==> src/inc/scp_regs.svh <==
// Purpose: constants of the switch control port (offsets, layouts, resets, counts)
// Assumes: APB byte addresses, 32-bit data, one aligned word per register
// Notes: definitions only
// Summary of operation
// interface select low: switches follow the parallel inputs, serial traffic ignored
// parallel input one closes its channel, zero opens it, each independently
// ctrl_1 port_1a, ctrl_2 port_2a, ctrl_3 port_2b, ctrl_4 port_1b
// interface select high: serial interface controls switches and registers
// serial clock mode 0 or 3; controller keeps clock at most 10 MHz
// serial side starts in addressable mode after power-up
// a frame spans chip select low to high with exactly 16 clocks
// controller holds chip select low for the whole transaction
// data in sampled on rising clock, data out changed on falling clock
// data out is push-pull and released whenever not driven
// command is msb first: read/write flag, seven address bits, eight data
// target address latched on the eighth rising clock edge
// write updates the addressed register on the sixteenth rising edge
// read ignores the last eight input bits and shifts register data out
// read data driven from the eighth to the fifteenth falling edge
// mode 0 sends alignment 0x25 at select fall and first seven falling edges
// mode 3 ignores the first falling edge for alignment timing
// controller waits at least 10 us after reset before any command
// only a hardware reset returns the logic to its initial state
// read/write flag one means read, zero means write
// select rising before the sixteenth clock discards the command
`ifndef SCP_REGS_SVH
`define SCP_REGS_SVH
`define SCP_APB_STATUS 8'h00
`define SCP_APB_SWITCH 8'h04
`define SCP_APB_LASTCMD 8'h08
`define SCP_SPI_SW_ADDR 7'h01
`define SCP_ALIGN 8'h25
`define SCP_FRAME_BITS 5'd16
`define SCP_ADDR_BITS 5'd8
`define SCP_SW_RESET 4'h0
`define SCP_CMD_RESET 16'h0000
`define SCP_RD_FLAG 1'b1
`endif

==> src/inc/scp_pkg.sv <==
// Purpose: types of the switch control port
// Assumes: scp_regs.svh carries all numbers
// Notes: pin carrier order is fixed, bit 0 is shared pin 1
`default_nettype none
package scp_pkg;
  // shared pins as seen by the block, raw from the board
  typedef struct packed {
    logic iface_sel;
    logic pin4;
    logic pin3;
    logic pin2;
    logic pin1;
  } scp_pins_t;
  // progress of one addressable frame
  typedef enum logic [1:0] {
    SCP_PH_IDLE,
    SCP_PH_ADDR,
    SCP_PH_DATA,
    SCP_PH_DONE
  } scp_phase_t;
endpackage
`default_nettype wire

==> src/rtl/scp_switch_ctrl.sv <==
// Purpose: digital front end of a four-channel switch, parallel or serial control
// Assumes: pins from outside the clk domain; serial clock far below clk
// Notes: APB slave answers with one wait state; serial registers at own addresses
//
// Design decisions made here: the register offsets and the APB slave port.
`timescale 1ns/1ps
`default_nettype none
`include "scp_regs.svh"
module scp_switch_ctrl
  import scp_pkg::*;
#(
  parameter int SYNC_STAGES = 3
) (
  input wire logic clk,
  input wire logic resetn,
  input wire scp_pins_t pins,
  output logic pin4_out,
  output logic pin4_oe_n,
  output logic [3:0] switch_on,
  input wire logic [7:0] paddr,
  input wire logic psel,
  input wire logic penable,
  input wire logic pwrite,
  input wire logic [31:0] pwdata,
  output logic [31:0] prdata,
  output logic pready,
  output logic pslverr
);

  // the glitch filter needs two stages behind the first one
  if (SYNC_STAGES < 3) begin : g_chk
    $error("SYNC_STAGES must be at least 3");
  end

  localparam int NPIN = 5;
  // alignment byte as a sized constant, so that single bits can be picked
  localparam logic [7:0] ALIGN = `SCP_ALIGN;

  logic [NPIN-1:0] pin_raw;
  logic [SYNC_STAGES-1:0] sync_q [NPIN];
  logic [NPIN-1:0] filt;
  logic sclk_d;
  logic cs_d;
  logic [4:0] rcnt;
  logic [15:0] shreg;
  logic cmd_rw;
  logic [6:0] cmd_addr;
  logic [7:0] out_sh;
  logic [3:0] sw_reg;
  logic [15:0] last_cmd;
  scp_phase_t phase;

  assign pin_raw = pins;

  // three-stage synchronisers; a level counts once the last two agree
  for (genvar i = 0; i < NPIN; i++) begin : g_sync
    always_ff @(posedge clk or negedge resetn) begin
      if (!resetn) begin
        sync_q[i] <= '0;
        filt[i] <= 1'b0;
      end else begin
        sync_q[i] <= {sync_q[i][SYNC_STAGES-2:0], pin_raw[i]};
        if (sync_q[i][SYNC_STAGES-1] == sync_q[i][SYNC_STAGES-2]) begin
          filt[i] <= sync_q[i][SYNC_STAGES-1];
        end
      end
    end
  end

  // filtered pin meanings in serial mode
  logic f_sdi;
  logic f_cs_n;
  logic f_sclk;
  logic spi_act;
  assign f_sdi = filt[0];
  assign f_cs_n = filt[1];
  assign f_sclk = filt[2];
  assign spi_act = filt[4];

  // edge finders on filtered levels; serial logic is dead in parallel mode
  logic sclk_rise;
  logic sclk_fall;
  logic cs_fall;
  logic in_frame;
  assign in_frame = spi_act && !f_cs_n;
  assign sclk_rise = in_frame && f_sclk && !sclk_d;
  assign sclk_fall = in_frame && !f_sclk && sclk_d;
  assign cs_fall = spi_act && !f_cs_n && cs_d;

  always_ff @(posedge clk or negedge resetn) begin
    if (!resetn) begin
      sclk_d <= 1'b0;
      cs_d <= 1'b1;
    end else begin
      sclk_d <= f_sclk;
      cs_d <= f_cs_n;
    end
  end

  // register contents as seen by a serial read; status bits 7:6 never flag
  function automatic logic [7:0] spi_read(input logic [6:0] a, input logic [3:0] sw);
    spi_read = (a == `SCP_SPI_SW_ADDR) ? {4'h0, sw} : 8'h00;
  endfunction

  // write strobes from both sides, and the APB access strobe
  logic spi_wr;
  logic apb_wr;
  logic apb_rd;
  assign spi_wr = sclk_rise && (rcnt == `SCP_FRAME_BITS - 5'd1) &&
                  (cmd_rw != `SCP_RD_FLAG) && (cmd_addr == `SCP_SPI_SW_ADDR);
  assign apb_wr = psel && penable && pready && pwrite && !pslverr;
  assign apb_rd = psel && penable && !pready;

  // input shifter and edge counter; only 16 rising edges count in a frame
  always_ff @(posedge clk or negedge resetn) begin
    if (!resetn) begin
      rcnt <= 5'd0;
      shreg <= `SCP_CMD_RESET;
    end else if (cs_fall) begin
      rcnt <= 5'd0;
      shreg <= `SCP_CMD_RESET;
    end else if (sclk_rise && rcnt < `SCP_FRAME_BITS) begin
      shreg <= {shreg[14:0], f_sdi};
      rcnt <= rcnt + 5'd1;
    end
  end

  // command header caught on the eighth rising edge
  always_ff @(posedge clk or negedge resetn) begin
    if (!resetn) begin
      cmd_rw <= 1'b0;
      cmd_addr <= 7'h00;
    end else if (sclk_rise && rcnt == `SCP_ADDR_BITS - 5'd1) begin
      cmd_rw <= shreg[6];
      cmd_addr <= {shreg[5:0], f_sdi};
    end
  end

  // frame phase, kept for status; a short frame just returns to idle
  always_ff @(posedge clk or negedge resetn) begin
    if (!resetn) begin
      phase <= SCP_PH_IDLE;
    end else if (!in_frame) begin
      phase <= SCP_PH_IDLE;
    end else if (cs_fall) begin
      phase <= SCP_PH_ADDR;
    end else if (sclk_rise && rcnt == `SCP_ADDR_BITS - 5'd1) begin
      phase <= SCP_PH_DATA;
    end else if (sclk_rise && rcnt == `SCP_FRAME_BITS - 5'd1) begin
      phase <= SCP_PH_DONE;
    end
  end

  // switch data register; a serial write wins over an APB write in one cycle
  always_ff @(posedge clk or negedge resetn) begin
    if (!resetn) begin
      sw_reg <= `SCP_SW_RESET;
    end else if (spi_wr) begin
      sw_reg <= {shreg[2:0], f_sdi};
    end else if (apb_wr && paddr == `SCP_APB_SWITCH) begin
      sw_reg <= pwdata[3:0];
    end
  end

  // last complete command, for software; partial frames never land here
  always_ff @(posedge clk or negedge resetn) begin
    if (!resetn) begin
      last_cmd <= `SCP_CMD_RESET;
    end else if (sclk_rise && rcnt == `SCP_FRAME_BITS - 5'd1) begin
      last_cmd <= {shreg[14:0], f_sdi};
    end
  end

  // output shifter: alignment first, then read data; the first fall with no
  // rising edge before it belongs to mode 3 and is skipped
  always_ff @(posedge clk or negedge resetn) begin
    if (!resetn) begin
      out_sh <= 8'h00;
      pin4_out <= 1'b0;
    end else if (!in_frame) begin
      out_sh <= 8'h00;
      pin4_out <= 1'b0;
    end else if (cs_fall) begin
      pin4_out <= ALIGN[7];
      out_sh <= {ALIGN[6:0], 1'b0};
    end else if (sclk_rise && rcnt == `SCP_ADDR_BITS - 5'd1) begin
      // read data replaces what is left of the alignment byte
      out_sh <= (shreg[6] == `SCP_RD_FLAG) ?
                spi_read({shreg[5:0], f_sdi}, sw_reg) : 8'h00;
    end else if (sclk_fall && rcnt != 5'd0 && rcnt < `SCP_FRAME_BITS) begin
      pin4_out <= out_sh[7];
      out_sh <= {out_sh[6:0], 1'b0};
    end
  end

  // data out is driven only inside a serial frame
  always_ff @(posedge clk or negedge resetn) begin
    if (!resetn) begin
      pin4_oe_n <= 1'b1;
    end else begin
      pin4_oe_n <= !in_frame;
    end
  end

  // channel drive: parallel pins map one to one onto the channels
  always_ff @(posedge clk or negedge resetn) begin
    if (!resetn) begin
      switch_on <= `SCP_SW_RESET;
    end else if (spi_act) begin
      switch_on <= sw_reg;
    end else begin
      switch_on <= filt[3:0];
    end
  end

  // APB: one wait state so that read data leaves a flip-flop
  always_ff @(posedge clk or negedge resetn) begin
    if (!resetn) begin
      pready <= 1'b0;
      prdata <= 32'h0000_0000;
      pslverr <= 1'b0;
    end else if (apb_rd) begin
      pready <= 1'b1;
      pslverr <= 1'b0;
      unique case (paddr)
        `SCP_APB_STATUS: prdata <= {25'h0, phase, spi_act, switch_on};
        `SCP_APB_SWITCH: prdata <= {28'h0, sw_reg};
        `SCP_APB_LASTCMD: prdata <= {16'h0, last_cmd};
        default: begin
          prdata <= 32'h0000_0000;
          pslverr <= 1'b1;
        end
      endcase
    end else begin
      pready <= 1'b0;
      pslverr <= 1'b0;
      prdata <= 32'h0000_0000;
    end
  end
endmodule // scp_switch_ctrl
`default_nettype wire
==> config.mk <==
export PLATFORM = sky130hd
export DESIGN_NAME = scp_switch_ctrl
export DESIGN_NICKNAME = d
export VERILOG_FILES = /design/src/inc/scp_pkg.sv /design/src/rtl/scp_switch_ctrl.sv
export VERILOG_INCLUDE_DIRS = /design/src /design/src/inc
export SDC_FILE = /design/constraint.sdc
export NUM_CORES = 1
export LEC_CHECK = 0
export ABC_AREA = 1
export ABC_CLOCK_PERIOD_IN_PS = 4100
export BUFFER_PORTS_ARGS = -buffer_cell sky130_fd_sc_hd__buf_2
export CAP_MARGIN = 20
export CELL_PAD_IN_SITES_DETAIL_PLACEMENT = 1
export CELL_PAD_IN_SITES_GLOBAL_PLACEMENT = 2
export CORE_AREA = 5 5 129 106
export CTS_CLUSTER_SIZE = 40
export DETAILED_ROUTE_END_ITERATION = 7
export DIE_AREA = 0 0 134 111
export PLACE_DENSITY = 0.83
export REMOVE_ABC_BUFFERS = 1
export SYNTH_ARGS = -nofsm -noshare
export SYNTH_HDL_FRONTEND = slang
export SYNTH_SLANG_ARGS = --single-unit
==> constraint.sdc <==
create_clock -name clk -period 4.1 [get_ports clk]
set_clock_uncertainty 0.1 [all_clocks]
set_input_delay 0.41 -clock clk [delete_from_list [all_inputs] [get_ports clk]]
set_output_delay 0.41 -clock clk [all_outputs]
set_load 0.02 [all_outputs]
==> summary.md, run 1 <==
| Metric | Value |
|---|---|
| Outcome | `completed` |
| Worst Tran Pin Value | `0.8196 ns` |
| CTS sink count | `104` |
| Seq cells post-synth | `104` |
| Initial DRT Pass Iterations | `4` |
| Maximum clock frequency | `0.4950 GHz` |
| Placeable Area | `0.01212 mm²` |
| Die height | `111 µm` |
| Final ANT Viol Nets | `0` |
| Top_reg_cell synth | `dfrtp_1` |
| Worst hold stages | `1` |
| R2r setup slk | `2.08 ns` |
| Largest net degree at the start of global routing | `83` |
| Wire per inst | `15.06 µm` |
| Sw Share | `23.44%` |
| Die span in x | `134 µm` |
| Period Utilization, post-route | `49.28%` |
| Hold Path Origin | `pins[1]` |
| Via count | `3110` |
| NetSw | `0.5258 mW` |
| Setup Buffers After CTS | `0` |
| Total GRT Usage | `14.10%` |
| Total CTS buffers | `9` |
| Hold WC Path Type | `primary input to flip-flop` |
| DP HPWL | `7.075 mm` |
| Leakage | `2.480 nW` |
| GP Congestion | `0.8443` |
| Slew Limit Fails | `0` |
| Worst-path clk slew | `0.07 ns` |
| Max Cap Viol | `0` |
| Setup TNS | `0 ns` |
| Biggest regs | `last_cmd x16, prdata x16` |
| Clk pwr share | `44.2%` |
| Async set-reset flop share out of synthesis | `100.0%` |
| DP Cell Count | `634` |
| Slew Limit Headroom | `45.16%` |
| Maximum clock insertion buffer count | `2` |
| Worst r2r dst | `out_sh[3]` |
| WS Path Type | `flip-flop to flip-flop` |
| First-pass GRT wire length | `16.94 mm` |
| GRT overflow | `0` |
| I/O Buffers | `45` |
| DIE AREA | `0.01487 mm²` |
| Hold Vio Cnt, Final | `0` |
| CTS root buf | `clkbuf_16` |
| Initial antenna violation count | `0` |
| Pwr per Cell Area | `449.3 mW/mm²` |
| CP max FO | `12` |
| Vias per cell | `4.770` |
| Worst-Skew Late Latency | `0.34 ns` |
| CTS H-Tree Depth | `3` |
| Synth area leader | `dfrtp_1` |
| R2r startpoint | `spi_act` |
| WHS | `0.06945 ns` |
| Most frequent cells after synthesis | `102 x dfrtp_1, 88 x nand2_1, 46 x inv_1` |
| CP arrival | `2.21 ns` |
| Startpoint types | `flip-flop` |
| Mapped cell area | `0.004313 mm²` |
| Average cell area after synthesis | `9.649 µm²` |
| Share of cells above drive strength 1 | `17.80%` |
| Gate power share | `7.5%` |
| # nets final | `548` |
| Post-synth EDFFs | `0` |
| # IOs | `90` |
| Cell Count, Final, Fillers Out | `652` |
| Top-count cell post-synth | `dfrtp_1` |
| Tot Pwr | `2.243 mW` |
| Vias in the first global route | `3326` |
| P&R area growth vs syn | `15.78%` |
| Unique masters post-synth | `29` |
| Diode count | `0` |
| Worst setup EP type | `flip-flop` |
| Req. time, crit path | `4.29 ns` |
| Maximum VDD drop | `0.2316 mV` |
| Synth top area share | `59.18%` |
| Post-Synthesis Cells | `447` |
| # fillers | `1390` |
| RSZ-0062 raised after global routing | `no` |
| Starting density of the core | `35.59%` |
| Reg2Reg Depth | `8` |
| Post_cts resized | `0` |
| WHS Endpoint | `sync_q[9]` |
| Area contributors post-synth | `dfrtp_1 59%, nand2_1 7.7%, nand3_1 4.4%, inv_1 4.0%, o21ai_0 3.6%` |
| # rows | `36` |
| CTS tree | `built` |
| Crit path time final | `2.020 ns` |
| Flop pwr share | `48.3%` |
| DRC | `0` |
| Endpoints failing setup | `0` |
| Register area share after synthesis | `60.40%` |
| Detailed Route Iter0 Violations | `107` |
| Yosys warns | `0` |
| Routed WL | `9.816 mm` |
| Internal | `1.718 mW` |
==> worst max-delay path, stage by stage, from the launching register on <==
cell     delay, ns
dfrtp_1       0.64
inv_1         0.16
nor2_2        0.20
nand3_1       0.39
nand3_1       0.18
nand2_1       0.09
inv_1         0.09
nand2_1       0.06
nand2_1       0.06
==> cells in the final DEF, fill, tap and decap left out <==
cell type      Yosys  final
dfrtp_1          102    102
nand2_1           88     88
inv_1             46     46
buf_2              1     44
nand3_1           38     38
nor2_1            37     37
o21ai_0           31     31
conb_1             1     16
o22ai_1           15     15
a21oi_1           10     10
clkbuf_16          0      9
inv_2              7      7
nor3_1             6      6
nand2_2            5      5
nand4_1            5      5
maj3_1             5      5
nand2_4            4      4
nor2_2             4      4
nor2_4             3      3
a22oi_1            3      3
ha_1               3      3
bufinv_16          0      3
o21ai_1            2      2
dfstp_2            2      2
buf_4             17      2
nor3_2             1      1
nor2_8             1      1
o21a_1             1      1
o21bai_1           1      1
clkbuf_8           0      1
clkinv_2           0      1
clkbuf_1           5      1
clkinv_4           0      1
dlygate4sd3_1      0      1
buf_16             0      1
==> how the worst max path moves through the flow <==
| stage | from | end | slack, ns |
|---|---|---|---|
| after CTS | spi_act | out_sh[6] | 2.08 |
| final | spi_act | out_sh[3] | 2.08 |
| after floorplan | rcnt[0] | sw_reg[0] | 2.39 |
| after global placement | spi_act | out_sh[3] | 2.12 |
| after detailed placement | spi_act | out_sh[6] | 2.09 |
| after global routing | spi_act | out_sh[1] | 1.84 |
==> what timing repair did <==
action,4_1_cts,5_1_grt
hold buffers,0,1
hold endpoints to repair,0,27
endpoints found under the setup margin,0,0
==> area by class of cell <==
type,instances,area [µm²],area share (%)
clock buffers,11,242.7,4.861
well taps,152,190.2,3.809
inverters,53,198.9,3.984
flip-flops and latches,104,2605,52.17
clock inverters,5,103.9,2.080
multi-input cells,279,1380,27.64
repair buffers,48,272.8,5.462
==> stage by stage <==
stage	util, %	cell area, µm²	setup slack, ns
after global placement	38.04	4609	2.123
after detailed placement	38.04	4609	2.092
after CTS	40.90	4956	2.082
after floorplan	-	4184	2.386
after global routing	41.21	4994	1.845
final	41.21	4994	2.080
==> cells by family (layout without fill, tap and decap cells) <==
kind of cell | after synthesis | count (layout) | share of synthesized area (%)
buffers and inverters | 79 | 117 | 8.906
AND/OR/NAND/NOR | 192 | 192 | 20.54
AO/OA/AOI/OAI | 63 | 63 | 8.036
adder cells (fa/ha/maj) | 8 | 8 | 2.031
other | 1 | 16 | 0.08695
flip-flops | 104 | 104 | 60.40
==> per-layer routing <==
| metal | part of all wire (%) | vias to the layer above | global-route usage, % | wire length (µm) |
|---|---|---|---|---|
| li1 | - | 1505 | - | - |
| met3 | 4.8 | 7 | 4.583 | 467 |
| met2 | 46 | 57 | 21.51 | 4496 |
| met1 | 48 | 1541 | 19.47 | 4735 |
| met5 | 0 | - | 0 | 0 |
| met4 | 1.2 | 0 | 3.496 | 116 |
==> power groups by stage <==
stage                     clock (mW)  sequential [mW]  combinational, mW
final                          0.991             1.08              0.168
after global routing            1.06             1.09              0.191
after CTS                       1.02             1.09              0.168
after detailed placement           0             1.11              0.166
after global placement             0             1.10              0.161
after floorplan                    0             1.10             0.0897
Note: power is estimated with default switching activity, not from simulation.
==> run 2, diff against run 1 <==
ABC_CLOCK_PERIOD_IN_PS = 1700   (was 4100)
CORE_AREA = 5 5 141 116   (was 5 5 129 106)
DIE_AREA = 0 0 146 121   (was 0 0 134 111)
PLACE_DENSITY = 0.74   (was 0.83)
clock period = 1.7 ns   (was 4.1 ns; I/O delays follow)
==> summary.md, run 2 (synthesized netlist as in run 1, its figures left out) <==
| Metric | Value |
|---|---|
| Outcome | `completed` |
| Most frequent cells in the layout | `101 x dfrtp_1, 86 x nand2_1, 46 x inv_1` |
| Worst setup EP type | `flip-flop` |
| DRC | `0 (unchanged)` |
| Fin util | `35.64% (-5.6 points)` |
| Biggest regs | `last_cmd x16, prdata x16` |
| First-pass GRT wire length | `18.03 mm (+6.4%)` |
| Vias per cell | `4.471 (-6.3%)` |
| GP Congestion | `0.8268 (-2.1%)` |
| Initial DRT Pass Iterations | `4 (unchanged)` |
| Worst-path clk slew | `0.07 ns (about the same)` |
| DP HPWL | `7.691 mm (+8.7%)` |
| # rows | `40 (+11%)` |
| Flop pwr share | `49.8% (+1.5 points)` |
| Total GRT Usage | `12.69% (-1.4 points)` |
| R2r setup slk | `0.01 ns (-2.07 ns)` |
| Slew Limit Fails | `0 (unchanged)` |
| CTS root buf | `clkbuf_16` |
| # IOs | `90 (unchanged)` |
| Vias in the first global route | `3525 (+6.0%)` |
| Tot Pwr | `5.234 mW (+130%)` |
| Req. time, crit path | `1.84 ns (-2.45 ns)` |
| NetSw | `1.346 mW (+160%)` |
| Critical-path top delay cell | `dfrtp_1` |
| Hold WC Path Type | `primary input to flip-flop` |
| Internal | `3.888 mW (+130%)` |
| Setup slack after layout | `0.01463 ns (-2.065 ns)` |
| Via count | `3206 (+3.1%)` |
| Total CTS buffers | `9 (unchanged)` |
| Cell Chain, Critical Path | `ha_2, nand2_2, nor2_2, ha_2, nand2_4, inv_2, nand3_1, nand3_1, nand2_1` |
| Routed WL | `10.43 mm (+6.3%)` |
| Worst r2r dst | `sw_reg[1]` |
| Endpoints failing setup | `0 (unchanged)` |
| Leakage | `2.607 nW (+5.1%)` |
| Die span in x | `146 µm (+9.0%)` |
| Hold Path Origin | `pwdata[0]` |
| Max Cap Viol | `0 (unchanged)` |
| Hold Vio Cnt, Final | `0 (unchanged)` |
| Pwr per Cell Area | `994.8 mW/mm² (+120%)` |
| Place WS | `-0.02878 ns (-2.120 ns)` |
| Most common cell after layout, fill and taps aside | `dfrtp_1` |
| RSZ-0062 raised after global routing | `yes` |
| Initial antenna violation count | `0 (unchanged)` |
| Period Utilization, post-route | `99.14% (+50 points)` |
| Gate power share | `9.8% (+2.3 points)` |
| Worst hold stages | `5 (+4)` |
| Share of cells above drive strength 1 | `22.54% (+4.7 points)` |
| Crit path time final | `1.685 ns (-0.3350 ns)` |
| Maximum clock insertion buffer count | `2 (unchanged)` |
| CTS sink count | `104 (unchanged)` |
| Die height | `121 µm (+9.0%)` |
| Placeable Area | `0.01476 mm² (+22%)` |
| CP arrival | `1.83 ns (-0.38 ns)` |
| WS Path Type | `flip-flop to flip-flop` |
| # nets final | `576 (+5.1%)` |
| P&R area growth vs syn | `21.99%` |
| Starting density of the core | `29.21% (-6.4 points)` |
| CP max FO | `5 (-7)` |
| Final ANT Viol Nets | `0 (unchanged)` |
| Clk pwr share | `40.3% (-3.9 points)` |
| Multi-input gate area | `0.001408 mm² (+2.0%)` |
| Startpoint types | `flip-flop` |
| DIE AREA | `0.01767 mm² (+19%)` |
| Wire per inst | `14.55 µm (-3.4%)` |
| Reg2Reg Depth | `9 (+1)` |
| CTS tree | `built` |
| Detailed Route Iter0 Violations | `137 (+28%)` |
| GRT overflow | `0 (unchanged)` |
| WHS Endpoint | `sw_reg[0]` |
| Reg area | `0.002606 mm² (about the same)` |
| Worst-Skew Late Latency | `0.36 ns (+0.02 ns)` |
| Maximum VDD drop | `0.5445 mV (+140%)` |
| Maximum clock frequency | `0.5933 GHz (+20%)` |
| R2r startpoint | `rcnt[0]` |
| Sw Share | `25.72% (+2.3 points)` |
| # fillers | `1697 (+22%)` |
| I/O Buffers | `45 (unchanged)` |
| Largest net degree at the start of global routing | `55 (-34%)` |
| Diode count | `0 (unchanged)` |
| CP peak stage delay | `0.38 ns (-0.26 ns)` |
| CTS H-Tree Depth | `3 (unchanged)` |
[run 2: changes by cell type in the layout (fill, tap and decap cells not counted), moves of 2 or more]
cell | previous run | this run
bufinv_16 | 3 | 1
ha_2 | 0 | 2
buf_4 | 2 | 22
o21ai_0 | 31 | 28
buf_12 | 0 | 3
o21ai_1 | 2 | 5
inv_6 | 0 | 2
dlygate4sd3_1 | 1 | 6
ha_1 | 3 | 1
nand2_1 | 88 | 86
[run 2: metrics by stage]
step | instances | TNS, ns | cell area [µm²] | hold slack [ns]
6_report | 717 | 0 | 5261 | 0.03502
5_1_grt | 717 | -0.5849 | 5261 | 0.05932
4_1_cts | 716 | 0 | 5235 | 0.01683
3_5_place_dp | 694 | -0.1992 | 4866 | 0.09981
3_3_place_gp | 694 | 0 | 4866 | 0.09171
2_1_floorplan | 436 | -0.05604 | 4184 | -0.2256
[run 2: power groups by stage]
| stage | Combinational (mW) | Sequential, mW | Clock, mW |
|---|---|---|---|
| 2_1_floorplan | 0.216 | 2.66 | 0 |
| 3_3_place_gp | 0.477 | 2.65 | 0 |
| 3_5_place_dp | 0.496 | 2.66 | 0 |
| 4_1_cts | 0.514 | 2.61 | 2.19 |
| 5_1_grt | 0.581 | 2.62 | 2.29 |
| 6_report | 0.515 | 2.61 | 2.11 |
[run 2: metal layers]
layer	vias up	GRT usage, %	part of all wire (%)
met5	-	0	0
met4	0	4.230	1.4
met3	11	3.211	3.7
met2	57	20.24	45
met1	1578	16.98	50
li1	1560	-	-
[run 2: worst max-delay path: cells and delay by family, from the launching register on]
kind	cells	cell delay [ns]
simple gates	6	0.57
fa+ha+maj	2	0.40
flops	1	0.38
buf+inv	1	0.12
[run 2: area by class of cell]
class	instances	area share, %
Timing Repair Buffer	76	9.822
Clock buffer	10	4.352
Inverter	53	3.781
Clock inverter	6	1.260
Multi-Input combinational cell	279	26.75
Tap cell	189	4.495
Sequential cell	104	49.54
[run 2: worst max path at each step]
stage,startpoint,to,slack (ns)
2_1_floorplan,rcnt[0],sw_reg[0],-0.01
3_5_place_dp,rcnt[0],sw_reg[3],-0.03
3_3_place_gp,rcnt[0],sw_reg[2],0.003
5_1_grt,rcnt[0],sw_reg[0],-0.11
6_report,rcnt[0],sw_reg[1],0.01
4_1_cts,rcnt[0],sw_reg[1],0.004
[run 2: timing repair]
item | 4_1_cts | 5_1_grt
endpoints found under the hold margin | 109 | 0
setup endpoints to repair | 17 | 31
buffers inserted | 0 | 1
pin swaps | 0 | 1
gates resized for setup | 4 | 9
hold buffers | 6 | 0
==> run 3, diff against run 2 <==
CORE_AREA = 5 5 138 114   (was 5 5 141 116)
CTS_BUF_LIST = sky130_fd_sc_hd__clkbuf_4 sky130_fd_sc_hd__clkbuf_8   (was unset)
DIE_AREA = 0 0 143 119   (was 0 0 146 121)
PLACE_DENSITY = 0.76   (was 0.74)
==> summary.md, run 3 (synthesized netlist as in run 1, its figures left out) <==
| Metric | Value |
|---|---|
| GRT overflow | `0 (unchanged)` |
| WS Path Type | `flip-flop to flip-flop` |
| Maximum clock frequency | `0.6051 GHz (+2.0%)` |
| Placed cell area | `0.004902 mm² (+0.75%)` |
| Final instance area | `0.005221 mm² (-0.76%)` |
| DP HPWL | `7.690 mm (about the same)` |
| First-pass GRT wire length | `16.95 mm (-6.0%)` |
| Final ANT Viol Nets | `0 (unchanged)` |
| Diode count | `0 (unchanged)` |
| Req. time, crit path | `1.87 ns (+0.03 ns)` |
| Share of cells above drive strength 1 | `23.64% (+1.1 points)` |
| Vias in the first global route | `3378 (-4.2%)` |
| Slew Limit Fails | `0 (unchanged)` |
| Crit path time final | `1.653 ns (-0.03274 ns)` |
| DIE AREA | `0.01702 mm² (-3.7%)` |
| Hold WC Path Type | `primary input to flip-flop` |
| Leakage | `2.588 nW (-0.73%)` |
| # IOs | `90 (unchanged)` |
| Startpoint types | `flip-flop` |
| Detailed Route Iter0 Violations | `115 (-16%)` |
| Cell Count, Final, Fillers Out | `717 (unchanged)` |
| Worst r2r dst | `sw_reg[0]` |
| P&R area growth vs syn | `21.06%` |
| WHS Endpoint | `sw_reg[0]` |
| Hold Path Origin | `pwdata[0]` |
| DP Cell Count | `693 (-0.14%)` |
| Placeable Area | `0.01410 mm² (-4.5%)` |
| CTS H-Tree Depth | `3 (unchanged)` |
| Most frequent cells in the layout | `101 x dfrtp_1, 86 x nand2_1, 46 x inv_1` |
| CP max FO | `4 (-1)` |
| Total CTS buffers | `9 (unchanged)` |
| Reg2Reg Depth | `9 (unchanged)` |
| Largest net degree at the start of global routing | `44 (-20%)` |
| Vias per cell | `4.464 (-0.16%)` |
| Most common cell after layout, fill and taps aside | `dfrtp_1` |
| Starting density of the core | `30.58% (+1.4 points)` |
| CTS root buf | `clkbuf_8` |
| Via count | `3201 (-0.16%)` |
| GP Congestion | `0.7875 (-4.8%)` |
| Die height | `119 µm (-1.7%)` |
| Setup Buffers After CTS | `0 (unchanged)` |
| Period Utilization, post-route | `97.21% (-1.9 points)` |
| WHS | `0.02365 ns (-0.01137 ns)` |
| Worst setup EP type | `flip-flop` |
| Max Cap Viol | `0 (unchanged)` |
| Worst-path clk slew | `0.09 ns (+0.02 ns)` |
| Endpoints failing setup | `0 (unchanged)` |
| # nets final | `581 (+0.87%)` |
| Initial DRT Pass Iterations | `4 (unchanged)` |
| Outcome | `completed` |
| CP arrival | `1.83 ns (about the same)` |
| Pwr per Cell Area | `878.2 mW/mm² (-12%)` |
| Total GRT Usage | `12.54% (-0.16 points)` |
| Die span in x | `143 µm (-2.1%)` |
| Worst hold stages | `5 (unchanged)` |
| Biggest regs | `last_cmd x16, prdata x16` |
| Maximum VDD drop | `0.3847 mV (-29%)` |
| # rows | `39 (-2.5%)` |
| CTS tree | `built` |
| R2r setup slk | `0.05 ns (+0.03 ns)` |
| R2r startpoint | `rcnt[1]` |
| RSZ-0062 raised after global routing | `yes` |
| Initial antenna violation count | `0 (unchanged)` |
| Hold Vio Cnt, Final | `0 (unchanged)` |
| CTS sink count | `104 (unchanged)` |
| Worst-Skew Late Latency | `0.38 ns (+0.02 ns)` |
| Routed WL | `9.985 mm (-4.3%)` |
| DRC | `0 (unchanged)` |
| I/O Buffers | `45 (unchanged)` |
| Maximum clock insertion buffer count | `2 (unchanged)` |
| Wire per inst | `13.93 µm (-4.3%)` |
run 3: changes by cell type in the layout (fill, tap and decap cells not counted), moves of 2 or more:
cell / before / now
o21ai_1: 5 / 2
nand3_1: 37 / 35
nand2_4: 5 / 7
nand2_2: 6 / 4
dlygate4sd3_1: 6 / 8
nand3_2: 1 / 3
clkbuf_8: 0 / 10
clkbuf_16: 9 / 0
o21ai_0: 28 / 31
run 3: critical path, stage by stage, from the launching register on:
cell and delay [ns]:
dfrtp_1 0.37, ha_2 0.19, nand2_2 0.07, nor2_2 0.09, ha_2 0.19, nand2_4 0.09
nor2_4 0.18, nand3_1 0.10, nand3_1 0.10, nand2_1 0.05
run 3: routing by layer:
metal	part of all wire, %	global-route usage, %	vias to the layer above
li1	-	-	1563
met1	50	17.51	1571
met2	44	18.90	56
met3	4.8	3.205	11
met4	1.5	4.454	0
met5	0	0	-
run 3: cell type report:
class / count / area, µm²
fillers: 1644 / 8881
flip-flops and latches: 104 / 2606
multi-input cells: 279 / 1426
repair buffers: 81 / 575.6
well taps: 184 / 230.2
inverters: 53 / 198.9
clock buffers: 11 / 145.1
clock inverters: 5 / 38.79
run 3: worst max path at each step:
stage | startpoint | end | slack (ns)
after global routing | rcnt[0] | sw_reg[0] | -0.07
after CTS | rcnt[0] | out_sh[2] | 0.003
after global placement | rcnt[0] | sw_reg[1] | 0.03
final | rcnt[1] | sw_reg[0] | 0.05
after detailed placement | rcnt[0] | sw_reg[2] | -0.04
after floorplan | rcnt[0] | sw_reg[0] | -0.01
run 3: repair_timing:
item / in CTS / in global routing
hold endpoints to repair: 111 / 0
gates resized for setup: 2 / 13
endpoints found under the setup margin: 4 / 17
hold buffers: 8 / 0
pin swaps: 0 / 3
run 3: power breakdown:
part | switching [mW] | internal (mW) | leakage, nW
registers | 0.0532 | 2.55 | 1.39
clock network | 0.857 | 0.600 | 0.0937
logic | 0.339 | 0.183 | 1.11
total | 1.25 | 3.34 | 2.59
run 3: stage by stage:
stage	utilization [%]	power [mW]	setup slack [ns]	setup TNS [ns]
5_1_grt	37.02	4.841	-0.06583	-0.2422
2_1_floorplan	-	2.879	-0.01401	-0.05604
4_1_cts	36.69	4.673	0.003399	0
3_3_place_gp	34.76	3.134	0.02738	0
6_report	37.02	4.586	0.04737	0
3_5_place_dp	34.76	3.163	-0.04162	-0.1092
